===== src/common/elamlc_pkg.sv =====
// constants shared by the line control core and its per-line slice
// assumes a single 10 MHz system clock and a word-wide register port
package elamlc_pkg;

   // ************************************************************
   // register port word indexes
   // ************************************************************
   localparam logic [1:0] ADR_CSR  = 2'h0;
   localparam logic [1:0] ADR_LPR  = 2'h1; // read side is the receive buffer
   localparam logic [1:0] ADR_TCR  = 2'h2;
   localparam logic [1:0] ADR_TDR  = 2'h3; // read side is modem status

   // ************************************************************
   // field positions
   // ************************************************************
   localparam int LPR_LINE_LSB = 0;
   localparam int LPR_LEN_LSB  = 3;
   localparam int LPR_STOP     = 5;
   localparam int LPR_PAR_EN   = 6;
   localparam int LPR_PAR_ODD  = 7;
   localparam int LPR_SPD_LSB  = 8;
   localparam int LPR_RX_ON    = 12;
   localparam int CSR_MAINT    = 3;
   localparam int CSR_CLR      = 4;
   localparam int CSR_RIE      = 6;
   localparam int CSR_RECEIVE_CHARACTER_WAITING    = 7;
   localparam int CSR_SAE      = 12;
   localparam int CSR_SA       = 13;
   localparam int RW_LINE_LSB  = 8;
   localparam int RW_PERR      = 12;
   localparam int RW_FERR      = 13;
   localparam int RW_OVR       = 14;
   localparam int RW_VALID     = 15;

   // ************************************************************
   // reset values, counts and speeds
   // ************************************************************
   localparam logic [12:0] LPR_RESET   = 13'h0000;
   localparam logic [7:0]  BYTE_RESET  = 8'h00;
   localparam logic [4:0]  ALARM_COUNT = 5'h10;
   localparam logic [2:0]  STOP_ONE    = 3'h2; // counted in half units
   localparam logic [2:0]  STOP_ONE_HALF = 3'h3;
   localparam logic [2:0]  STOP_TWO    = 3'h4;
   localparam int unsigned CLK_HZ_DEF  = 10_000_000;
   // tenths of a baud so that 134.5 stays exact; zero marks the unused code
   localparam int unsigned BAUD_X10 [16] = '{
      500, 750, 1100, 1345, 1500, 3000, 6000, 12000,
      18000, 20000, 24000, 36000, 48000, 72000, 96000, 0};

   function automatic int unsigned baud_div(input int unsigned clk_hz,
                                            input int unsigned code);
      int unsigned bx;
      bx = BAUD_X10[code];
      return (bx == 0) ? 0 : (clk_hz * 10) / bx;
   endfunction : baud_div

endpackage : elamlc_pkg


===== src/common/elamlc_line_if.sv =====
// signals between the control core and one per-line parameter slice
// assumes both ends run on clk_sys
`timescale 1ns/1ps
`default_nettype none
interface elamlc_line_if;
   logic        wr;
   logic        clr;
   logic [12:0] wdata;
   logic [1:0]  len;
   logic [2:0]  stop_halves;
   logic        par_en;
   logic        par_odd;
   logic        rx_on;
   logic        tx_tick;
   logic        rx_tick;
   modport ctrl (output wr, clr, wdata,
                 input  len, stop_halves, par_en, par_odd, rx_on, tx_tick, rx_tick);
   modport line (input  wr, clr, wdata,
                 output len, stop_halves, par_en, par_odd, rx_on, tx_tick, rx_tick);
endinterface : elamlc_line_if
`default_nettype wire


===== src/core/elamlc_core.sv =====
// eight-line serial multiplexer: line parameters, transmit control,
// modem status, transmit data with break, receive word and alarm logic
// assumes the receive queue, scanner and line shifters sit outside on clk_sys
`timescale 1ns/1ps
`default_nettype none

module elamlc_core #(
   parameter int unsigned CLK_HZ    = elamlc_pkg::CLK_HZ_DEF,
   parameter bit          HAS_MODEM = 1'b1
) (
   input  wire logic        clk_sys,
   input  wire logic        rst_b,
   input  wire logic        bus_init,
   input  wire logic [1:0]  reg_addr,
   input  wire logic        reg_wr,
   input  wire logic        reg_rd,
   input  wire logic [1:0]  reg_be,
   input  wire logic [15:0] reg_wdata,
   output logic      [15:0] reg_rdata,
   input  wire logic [15:0] receive_buffer_word,
   output logic             receive_buffer_pop,
   input  wire logic        q_not_empty,
   input  wire logic        rx_valid,
   input  wire logic [2:0]  rx_line,
   input  wire logic [7:0]  rx_raw,
   input  wire logic        rx_par_bit,
   input  wire logic        rx_frame_err,
   input  wire logic        rx_overrun,
   output logic             q_push,
   output logic      [15:0] q_word,
   output logic             rx_irq,
   input  wire logic [2:0]  tx_line,
   output logic             tx_load,
   output logic      [2:0]  tx_load_line,
   output logic      [7:0]  tx_char,
   output logic      [7:0]  break_force,
   output logic      [7:0]  line_enable,
   output logic      [7:0]  dtr,
   input  wire logic [7:0]  ring_in,
   input  wire logic [7:0]  carrier_in,
   output logic      [15:0] line_len,
   output logic      [23:0] line_stop_halves,
   output logic      [7:0]  line_par_en,
   output logic      [7:0]  line_par_odd,
   output logic      [7:0]  tx_tick,
   output logic      [7:0]  rx_tick
);

   // ************************************************************
   // declarations
   // ************************************************************
   elamlc_line_if lif [8] ();

   logic        soft_clr_ff;
   logic        any_clr;
   logic        maint_ff;
   logic        rie_ff;
   logic        sae_ff;
   logic        sa_ff;
   logic [4:0]  alarm_cnt_ff;
   logic [7:0]  le_ff;
   logic [7:0]  dtr_ff;
   logic [7:0]  brk_ff;
   logic [7:0]  tx_char_ff;
   logic        tx_load_ff;
   logic [2:0]  tx_load_line_ff;
   logic        q_push_ff;
   logic [15:0] q_word_ff;
   logic [15:0] rdata_ff;
   logic [15:0] nxt_rdata;
   logic [15:0] modem_s1_ff;
   logic [15:0] modem_s2_ff;
   logic [1:0]  len_arr [8];
   logic        par_en_arr [8];
   logic        par_odd_arr [8];
   logic        wr_csr;
   logic        wr_lpr;
   logic        wr_tcr;
   logic        wr_tdr;
   logic        rd_receive_buffer;
   logic [7:0]  rx_masked;
   logic        rx_perr;
   logic        alarm_hit;

   function automatic logic [7:0] len_mask(input logic [1:0] len);
      return 8'hff >> (2'h3 - len);
   endfunction : len_mask

   // ************************************************************
   // register decode
   // ************************************************************
   assign wr_csr  = reg_wr && reg_addr == elamlc_pkg::ADR_CSR;
   assign wr_lpr  = reg_wr && reg_addr == elamlc_pkg::ADR_LPR && reg_be == 2'h3;
   assign wr_tcr  = reg_wr && reg_addr == elamlc_pkg::ADR_TCR;
   assign wr_tdr  = reg_wr && reg_addr == elamlc_pkg::ADR_TDR;
   assign rd_receive_buffer = reg_rd && reg_addr == elamlc_pkg::ADR_LPR;

   // clear is a one-cycle pulse so the bit reads back as zero afterwards
   always_ff @(posedge clk_sys or negedge rst_b) begin
      if (!rst_b) begin
         soft_clr_ff <= 1'b0;
      end else begin
         soft_clr_ff <= wr_csr && reg_be[0] && reg_wdata[elamlc_pkg::CSR_CLR];
      end
   end
   assign any_clr = soft_clr_ff | bus_init;

   // ************************************************************
   // control bits
   // ************************************************************
   always_ff @(posedge clk_sys or negedge rst_b) begin
      if (!rst_b) begin
         maint_ff <= 1'b0;
         rie_ff   <= 1'b0;
         sae_ff   <= 1'b0;
      end else if (any_clr) begin
         maint_ff <= 1'b0;
         rie_ff   <= 1'b0;
         sae_ff   <= 1'b0;
      end else if (wr_csr) begin
         if (reg_be[0]) begin
            maint_ff <= reg_wdata[elamlc_pkg::CSR_MAINT];
            rie_ff   <= reg_wdata[elamlc_pkg::CSR_RIE];
         end
         if (reg_be[1]) begin
            sae_ff <= reg_wdata[elamlc_pkg::CSR_SAE];
         end
      end
   end

   // ************************************************************
   // per-line parameter slices
   // ************************************************************
   for (genvar g = 0; g < 8; g++) begin : g_line
      assign lif[g].wr    = wr_lpr && reg_wdata[2:0] == 3'(g);
      assign lif[g].clr   = any_clr;
      assign lif[g].wdata = reg_wdata[12:0];
      assign len_arr[g]     = lif[g].len;
      assign par_en_arr[g]  = lif[g].par_en;
      assign par_odd_arr[g] = lif[g].par_odd;
      assign line_len[2*g +: 2]         = lif[g].len;
      assign line_stop_halves[3*g +: 3] = lif[g].stop_halves;
      assign line_par_en[g]  = lif[g].par_en;
      assign line_par_odd[g] = lif[g].par_odd;
      assign tx_tick[g] = lif[g].tx_tick;
      assign rx_tick[g] = lif[g].rx_tick;
      elamlc_line #(
         .CLK_HZ (CLK_HZ)
      ) u_line (
         .clk_sys (clk_sys),
         .rst_b   (rst_b),
         .bus     (lif[g])
      );
   end

   // ************************************************************
   // transmit control
   // ************************************************************
   always_ff @(posedge clk_sys or negedge rst_b) begin
      if (!rst_b) begin
         le_ff <= elamlc_pkg::BYTE_RESET;
      end else if (any_clr) begin
         le_ff <= elamlc_pkg::BYTE_RESET;
      end else if (wr_tcr && reg_be[0]) begin
         le_ff <= reg_wdata[7:0];
      end
   end

   // terminal ready survives a software clear so calls stay up
   always_ff @(posedge clk_sys or negedge rst_b) begin
      if (!rst_b) begin
         dtr_ff <= elamlc_pkg::BYTE_RESET;
      end else if (bus_init || !HAS_MODEM) begin
         dtr_ff <= elamlc_pkg::BYTE_RESET;
      end else if (wr_tcr && reg_be[1]) begin
         dtr_ff <= reg_wdata[15:8];
      end
   end

   assign line_enable = le_ff;
   assign dtr         = dtr_ff;

   // ************************************************************
   // transmit data and break
   // ************************************************************
   always_ff @(posedge clk_sys or negedge rst_b) begin
      if (!rst_b) begin
         brk_ff <= elamlc_pkg::BYTE_RESET;
      end else if (any_clr) begin
         brk_ff <= elamlc_pkg::BYTE_RESET;
      end else if (wr_tdr && reg_be[1]) begin
         brk_ff <= reg_wdata[15:8];
      end
   end

   always_ff @(posedge clk_sys or negedge rst_b) begin
      if (!rst_b) begin
         tx_char_ff      <= elamlc_pkg::BYTE_RESET;
         tx_load_ff      <= 1'b0;
         tx_load_line_ff <= 3'h0;
      end else if (any_clr) begin
         tx_char_ff      <= elamlc_pkg::BYTE_RESET;
         tx_load_ff      <= 1'b0;
         tx_load_line_ff <= 3'h0;
      end else begin
         tx_load_ff <= wr_tdr && reg_be[0];
         if (wr_tdr && reg_be[0]) begin
            // upper bits dropped per the target line's length
            tx_char_ff      <= reg_wdata[7:0] & len_mask(len_arr[tx_line]);
            tx_load_line_ff <= tx_line;
         end
      end
   end

   assign tx_char      = tx_char_ff;
   assign tx_load      = tx_load_ff;
   assign tx_load_line = tx_load_line_ff;
   // break acts at once, no wait for the shifter
   assign break_force  = maint_ff ? 8'h00 : brk_ff;

   // ************************************************************
   // modem inputs
   // ************************************************************
   always_ff @(posedge clk_sys or negedge rst_b) begin
      if (!rst_b) begin
         modem_s1_ff <= 16'h0000;
         modem_s2_ff <= 16'h0000;
      end else begin
         modem_s1_ff <= {carrier_in, ring_in};
         modem_s2_ff <= modem_s1_ff;
      end
   end

   // ************************************************************
   // receive word build
   // ************************************************************
   assign rx_masked = rx_raw & len_mask(len_arr[rx_line]);
   // even sense: total ones including parity must be even
   assign rx_perr   = par_en_arr[rx_line]
                      && ((^rx_masked) ^ rx_par_bit ^ par_odd_arr[rx_line]);

   always_ff @(posedge clk_sys or negedge rst_b) begin
      if (!rst_b) begin
         q_push_ff <= 1'b0;
         q_word_ff <= 16'h0000;
      end else begin
         q_push_ff <= rx_valid && !any_clr;
         if (rx_valid) begin
            q_word_ff <= {1'b1, rx_overrun, rx_frame_err, rx_perr,
                          1'b0, rx_line, rx_masked};
         end
      end
   end

   assign q_push = q_push_ff;
   assign q_word = q_word_ff;

   // ************************************************************
   // queue alarm
   // ************************************************************
   assign alarm_hit = q_push_ff && alarm_cnt_ff == elamlc_pkg::ALARM_COUNT - 5'h1;

   always_ff @(posedge clk_sys or negedge rst_b) begin
      if (!rst_b) begin
         alarm_cnt_ff <= 5'h00;
      end else if (any_clr || rd_receive_buffer || alarm_hit) begin
         alarm_cnt_ff <= 5'h00;
      end else if (q_push_ff) begin
         alarm_cnt_ff <= alarm_cnt_ff + 5'h1;
      end
   end

   // a sixteenth entry landing with an access still raises the flag
   always_ff @(posedge clk_sys or negedge rst_b) begin
      if (!rst_b) begin
         sa_ff <= 1'b0;
      end else if (alarm_hit && !any_clr) begin
         sa_ff <= 1'b1;
      end else if (any_clr || rd_receive_buffer) begin
         sa_ff <= 1'b0;
      end
   end

   // alarm mode hides the per-character event
   assign rx_irq = rie_ff && (sae_ff ? sa_ff : q_not_empty);

   // ************************************************************
   // read path
   // ************************************************************
   always_comb begin
      nxt_rdata = 16'h0000;
      case (reg_addr)
         elamlc_pkg::ADR_CSR: begin
            nxt_rdata[elamlc_pkg::CSR_MAINT] = maint_ff;
            nxt_rdata[elamlc_pkg::CSR_RIE]   = rie_ff;
            nxt_rdata[elamlc_pkg::CSR_RECEIVE_CHARACTER_WAITING] = q_not_empty;
            nxt_rdata[elamlc_pkg::CSR_SAE]   = sae_ff;
            nxt_rdata[elamlc_pkg::CSR_SA]    = sa_ff;
         end
         elamlc_pkg::ADR_LPR: begin
            nxt_rdata = receive_buffer_word;
         end
         elamlc_pkg::ADR_TCR: begin
            nxt_rdata = {HAS_MODEM ? dtr_ff : 8'h00, le_ff};
         end
         elamlc_pkg::ADR_TDR: begin
            nxt_rdata = HAS_MODEM ? modem_s2_ff : 16'h0000;
         end
         default: begin
            nxt_rdata = 16'h0000;
         end
      endcase
   end

   always_ff @(posedge clk_sys or negedge rst_b) begin
      if (!rst_b) begin
         rdata_ff <= 16'h0000;
      end else if (reg_rd) begin
         rdata_ff <= nxt_rdata;
      end
   end

   assign reg_rdata = rdata_ff;
   assign receive_buffer_pop  = rd_receive_buffer;

   // ************************************************************
   // checks
   // ************************************************************
   a_rx_mask: assert property (@(posedge clk_sys) disable iff (!rst_b)
      rx_valid && !any_clr |=> q_push && (q_word[7:0] & ~len_mask(len_arr[q_word[10:8]])) == 8'h00)
      else $error("upper received bits not zero");
   a_parity_flag: assert property (@(posedge clk_sys) disable iff (!rst_b)
      rx_valid && !par_en_arr[rx_line] |=> !q_word[12]) else $error("parity error without parity");
   a_init_tcr: assert property (@(posedge clk_sys) disable iff (!rst_b)
      bus_init |=> line_enable == 8'h00 && dtr == 8'h00) else $error("init left transmit control");
   a_clr_keeps_dtr: assert property (@(posedge clk_sys) disable iff (!rst_b)
      soft_clr_ff && !bus_init |=> line_enable == 8'h00 && dtr == $past(dtr))
      else $error("software clear wrong on transmit control");
   a_break_maint: assert property (@(posedge clk_sys) disable iff (!rst_b)
      maint_ff |-> break_force == 8'h00) else $error("break active in maintenance");
   a_tdr_clear: assert property (@(posedge clk_sys) disable iff (!rst_b)
      any_clr |=> brk_ff == 8'h00 && !tx_load) else $error("transmit data not cleared");
   a_no_irq: assert property (@(posedge clk_sys) disable iff (!rst_b)
      !rie_ff |-> !rx_irq) else $error("receiver interrupt while disabled");
   a_alarm_irq: assert property (@(posedge clk_sys) disable iff (!rst_b)
      rie_ff && sae_ff && !sa_ff |-> !rx_irq) else $error("interrupt without alarm");
   a_alarm_set: assert property (@(posedge clk_sys) disable iff (!rst_b)
      alarm_hit && !any_clr |=> sa_ff) else $error("alarm not set after sixteen");
endmodule : elamlc_core
`default_nettype wire


===== src/core/elamlc_line.sv =====
// per-line parameter store and bit-rate tick generator
// assumes wr and clr come from the core on clk_sys, one cycle each
`timescale 1ns/1ps
`default_nettype none
module elamlc_line #(
   parameter int unsigned CLK_HZ = elamlc_pkg::CLK_HZ_DEF
) (
   input wire logic    clk_sys,
   input wire logic    rst_b,
   elamlc_line_if.line bus
);
   logic [12:0] prm_ff;
   logic [23:0] cnt_ff;
   logic [23:0] div;
   logic [23:0] div_tab [16];

   always_ff @(posedge clk_sys or negedge rst_b) begin
      if (!rst_b) begin
         prm_ff <= elamlc_pkg::LPR_RESET;
      end else if (bus.clr) begin
         prm_ff <= elamlc_pkg::LPR_RESET;
      end else if (bus.wr) begin
         prm_ff <= bus.wdata;
      end
   end

   assign bus.len     = prm_ff[elamlc_pkg::LPR_LEN_LSB +: 2];
   assign bus.par_en  = prm_ff[elamlc_pkg::LPR_PAR_EN];
   assign bus.par_odd = prm_ff[elamlc_pkg::LPR_PAR_ODD] & prm_ff[elamlc_pkg::LPR_PAR_EN];
   assign bus.rx_on   = prm_ff[elamlc_pkg::LPR_RX_ON];
   assign bus.stop_halves = !prm_ff[elamlc_pkg::LPR_STOP] ? elamlc_pkg::STOP_ONE :
                            (bus.len == 2'h0) ? elamlc_pkg::STOP_ONE_HALF :
                            elamlc_pkg::STOP_TWO;

   // divisors are constants per code, so no run-time divider is built
   for (genvar i = 0; i < 16; i++) begin : g_div
      assign div_tab[i] = 24'(elamlc_pkg::baud_div(CLK_HZ, i));
   end
   assign div = div_tab[prm_ff[elamlc_pkg::LPR_SPD_LSB +: 4]];

   // restarting on every write keeps a new rate from running off a stale count
   always_ff @(posedge clk_sys or negedge rst_b) begin
      if (!rst_b) begin
         cnt_ff <= '0;
      end else if (bus.wr || bus.clr || div == '0 || cnt_ff >= div - 24'h1) begin
         cnt_ff <= '0;
      end else begin
         cnt_ff <= cnt_ff + 24'h1;
      end
   end

   // one tick shared by both directions; transmit stops only on the unused speed code
   assign bus.tx_tick = (div != '0) && (cnt_ff == div - 24'h1);
   assign bus.rx_tick = bus.tx_tick & bus.rx_on;

   a_param_load: assert property (@(posedge clk_sys) disable iff (!rst_b)
      bus.wr && !bus.clr |=> bus.len == $past(bus.wdata[4:3])
         && bus.rx_on == $past(bus.wdata[12])) else $error("line parameters not loaded");
   a_clear_rx: assert property (@(posedge clk_sys) disable iff (!rst_b)
      bus.clr |=> !bus.rx_on && !bus.rx_tick) else $error("receiver clock survived clear");
   a_rx_gate: assert property (@(posedge clk_sys) disable iff (!rst_b)
      bus.rx_tick |-> bus.rx_on && bus.tx_tick) else $error("receiver tick without enable");
   a_odd_needs: assert property (@(posedge clk_sys) disable iff (!rst_b)
      bus.par_odd |-> bus.par_en) else $error("odd parity without parity enable");
   a_stop_half: assert property (@(posedge clk_sys) disable iff (!rst_b)
      bus.len == 2'h0 && prm_ff[5] |-> bus.stop_halves == 3'h3)
      else $error("five bit stop length wrong");
endmodule : elamlc_line
`default_nettype wire


===== config.mk =====
export PLATFORM = sky130hd
export DESIGN_NAME = elamlc_core
export DESIGN_NICKNAME = d
export VERILOG_FILES = /design/src/common/elamlc_pkg.sv /design/src/common/elamlc_line_if.sv /design/src/core/elamlc_core.sv /design/src/core/elamlc_line.sv
export SDC_FILE = /design/constraint.sdc
export NUM_CORES = 1
export LEC_CHECK = 0
export BUFFER_PORTS_ARGS = -buffer_cell sky130_fd_sc_hd__buf_2
export CAP_MARGIN = 20
export CORE_MARGIN = 2
export CORE_UTILIZATION = 50
export DETAILED_ROUTE_END_ITERATION = 12
export HOLD_SLACK_MARGIN = 0.03
export PLACE_DENSITY = 0.71
export SLEW_MARGIN = 25
export SYNTH_ARGS = -nofsm -noshare
export SYNTH_HDL_FRONTEND = slang
export SYNTH_SLANG_ARGS = --single-unit
export TNS_END_PERCENT = 10

===== constraint.sdc =====
create_clock -name clk_sys -period 5.4 [get_ports clk_sys]
set_clock_uncertainty 0.1 [all_clocks]
set_input_delay 1.08 -clock clk_sys [delete_from_list [all_inputs] [get_ports clk_sys]]
set_output_delay 1.08 -clock clk_sys [all_outputs]
set_load 0.03 [all_outputs]

==> results.txt <==
clock transition at the registers of the reported paths: 60 ps
dpl hpwl: 53600 µm
Max-cap violations: 0
minimum clock period: 5490 ps
sequential share of the synthesized area: 0.347
post-place setup slack: 87.9 ps
CP endpoint kind: output pin
Worst-Skew Late Latency: 600 ps
die area: 57000 µm²
first-pass GRT wire length: 118000 µm
Max Slew Vio Count: 0
Top Family by Delay on Critical Path: simple AND/OR/NAND/NOR gates
Seq cells post-synth: 382
top achievable clock speed: 182 MHz
CP startpoint kind: register
Final Cell Area: 31600 µm²
clock root buffer: clkbuf_16
status: complete, but fails checks
total congestion overflow: 0
Multi-input gate area: 17100 µm²
initial antenna violation count: 2
final period utilization: 1.02
Power Total: 0.00664 W
Starting Density: 0.503
Num CTS Buffers: 45
setup TNS: -141 ps
drt via density: 5.75
synthesized cell area: 27500 µm²
number of clock sinks: 382
Worst Tran Pin Value: 991 ps
Rel. slew slack: 0.337
share of cells above drive strength 1: 0.204
vias post-DR: 22700
Die X: 239 µm
gpl congestion: 0.945
Crit path buffers/inverters: 3
fillers: 4618
Worst Setup Path Type: register to output pin
CP Data Required Time: 4220 ps
count of cell types in the netlist: 87
Ys Warns: 0
min-delay worst type: register to register
drt initial violations: 1431
area grow syn2layout: 14.7%
Routed Antenna Nets: 0
largest net degree at the start of global routing: 114
synthesized area per cell: 9.18 µm²
arrival time of the worst setup path: 4310 ps
CTS Buffer Depth: 3
H-tree lvl count: 2
Post-Syn Instances: 3002
Final Hold Viols: 0
FP Rows: 86
final WL: 73800 µm
Core Region: 54800 µm²
# nets final: 3550
leakage power: 14.9 nW
max incr delay on CP: 550 ps
# IOs: 219
Slowest-stage cell, CP: or4_4
ys flop type: dfrtp_1
CTS tree: done
ys async rst share: 1.00
TritonRoute pass-1 iters: 5
post-DR wirelength/cell: 18.7 µm
Pwr per Cell Area: 210 nW/µm²
Synthesized Nets: 3344
EDFF count, synth: 0
Die Span Y: 239 µm
CP cell instances: inv_4, ha_4, inv_1, mux4_2, nor2_4, and3_4, nand3_4, or4_4, nor2b_4, ha_4, nand4_1, or2_4, nor4_4, and3_4, and2_4, buf_6
Placed Area: 29100 µm²
Peak VDD IR: 0.240 mV
fin worst setup slack: -88.6 ps
unrepaired setup endpoints after global routing: yes
GRT Resource Usage Total: 0.256
CP max FO: 6
Register Area: 9570 µm²
vias in the first global route: 22600
I/O Buffers: 217
number of remaining DRC errors: 0
failing checks: setup timing
Setup violations, final: 3
## final cells by class
type,count,share of cell area
Clock buffer,60,0.0409
Timing Repair Buffer,340,0.0664
Sequential cell,382,0.303
Clock inverter,23,0.00839
Tap cell,704,0.0279
Inverter,104,0.0125
Multi-Input combinational cell,2335,0.541
Antenna cell,3,0.000238
## routing by layer
metal | share of wire | wire length (µm) | global-route usage
met5 | 0 | 0 | 0
met4 | 0.041 | 3060 | 0.108
met3 | 0.060 | 4400 | 0.0449
met2 | 0.46 | 33900 | 0.416
met1 | 0.44 | 32400 | 0.338
## stage by stage
| stage | hold slack, ps | util | std cells |
|---|---|---|---|
| after floorplan | 231 | - | 3002 |
| after global placement | 232 | 0.531 | 3814 |
| after detailed placement | 235 | 0.531 | 3814 |
| after CTS | 248 | 0.570 | 3930 |
| after global routing | 253 | 0.577 | 3949 |
| final | 247 | 0.577 | 3951 |
## sequential cells by signal (all words and copies together), names as in the netlist, 3 cells and up
name	cells
modem_s1_ff	16
g_line.u_line.cnt_ff	192
dtr	8
alarm_cnt_ff	5
line_enable	8
tx_load_line	3
brk_ff	8
q_word	15
modem_s2_ff	16
g_line.u_line.prm_ff	80
tx_char	8
reg_rdata	16
## synthesized netlist by cell type, drive strengths merged, types with 34 or more instances
| master | n | area (µm²) |
|---|---|---|
| nor2 | 443 | 1690 |
| dfrtp | 382 | 9560 |
| ha | 266 | 3330 |
| nand2 | 244 | 918 |
| a21oi | 146 | 731 |
| xor2 | 129 | 1130 |
| nand3 | 121 | 621 |
| xnor2 | 119 | 1040 |
| mux2i | 113 | 1150 |
| inv | 104 | 390 |
| buf | 100 | 697 |
| clkbuf | 81 | 304 |
| o21ai | 68 | 340 |
| nand4 | 67 | 447 |
| nor3 | 58 | 295 |
| nor2b | 56 | 350 |
| mux2 | 53 | 597 |
| and3 | 51 | 319 |
| o21a | 43 | 323 |
| mux4 | 39 | 882 |
| and2 | 36 | 225 |
| a21o | 34 | 255 |
| nand2b | 34 | 213 |
## what timing repair did
action | in CTS | in global routing
cloned | 0 | 0
resized for setup | 90 | 66
hold buffers | 0 | 0
pin swaps | 20 | 32
buffers inserted | 33 | 18
endpoints found under the setup margin | 16 | 16
## power breakdown
group          internal [W]  total, W  leakage, nW  switching, W
clock               0.00189   0.00319        0.758       0.00130
combinational      0.000151  0.000479         8.98      0.000328
sequential          0.00292   0.00296         5.16     0.0000459
total               0.00496   0.00664         14.9       0.00168
## worst register-to-register path, stage by stage, from the launching register on
cell,delay [ps]
dfrtp_2,460
inv_2,110
ha_2,300
mux4_2,530
and2_4,180
and4b_2,280
nand2_1,90
xor2_1,210
ha_1,280
and3_1,190
a221o_1,340
nand4_1,90
a211oi_1,70
a2111oi_0,510
o211ai_2,550
nor2_1,270
## kinds of logic after synthesis
family,count (synthesis),share of synthesized area
and+or+nand+nor,1201,0.212
AOI/OAI and AO/OA,414,0.0956
DFF,382,0.347
buffers and inverters,285,0.0505
adders and majority gates,266,0.121
xor gates and xnor gates,248,0.0789
muxes,205,0.0953
other,1,0.000136
## cells in the final DEF, fill, tap and decap left out, types with 34 or more instances in the layout
cell       count
nor2_1       429
dfrtp_1      371
nand2_1      241
ha_1         238
buf_2        204
a21oi_1      143
xor2_1       129
buf_4        122
xnor2_1      119
nand3_1      113
mux2i_1      111
inv_1         86
o21ai_0       64
nand4_1       64
mux2_2        53
nor2b_1       53
nor3_1        52
and3_1        47
clkbuf_16     45
o21a_1        43
mux4_2        39
nand2b_1      34
a21o_1        34
## final timing paths
path	start	endpoint	slack [ps]	cells after the start
worst max-delay path	g_line[6].u_line.prm_ff[8]	rx_tick[6]	-90	16
worst min-delay path	modem_s1_ff[1]	modem_s2_ff[1]	250	0
worst max register to register	g_line[7].u_line.prm_ff[8]	g_line[7].u_line.cnt_ff[22]	750	15
worst min register to register	modem_s1_ff[1]	modem_s2_ff[1]	250	0
max in group asynchronous	rst_b	g_line[2].u_line.prm_ff[11]	3690	2
min in group asynchronous	rst_b	g_line[6].u_line.cnt_ff[12]	400	1
Note: power is estimated with default switching activity, not from simulation.
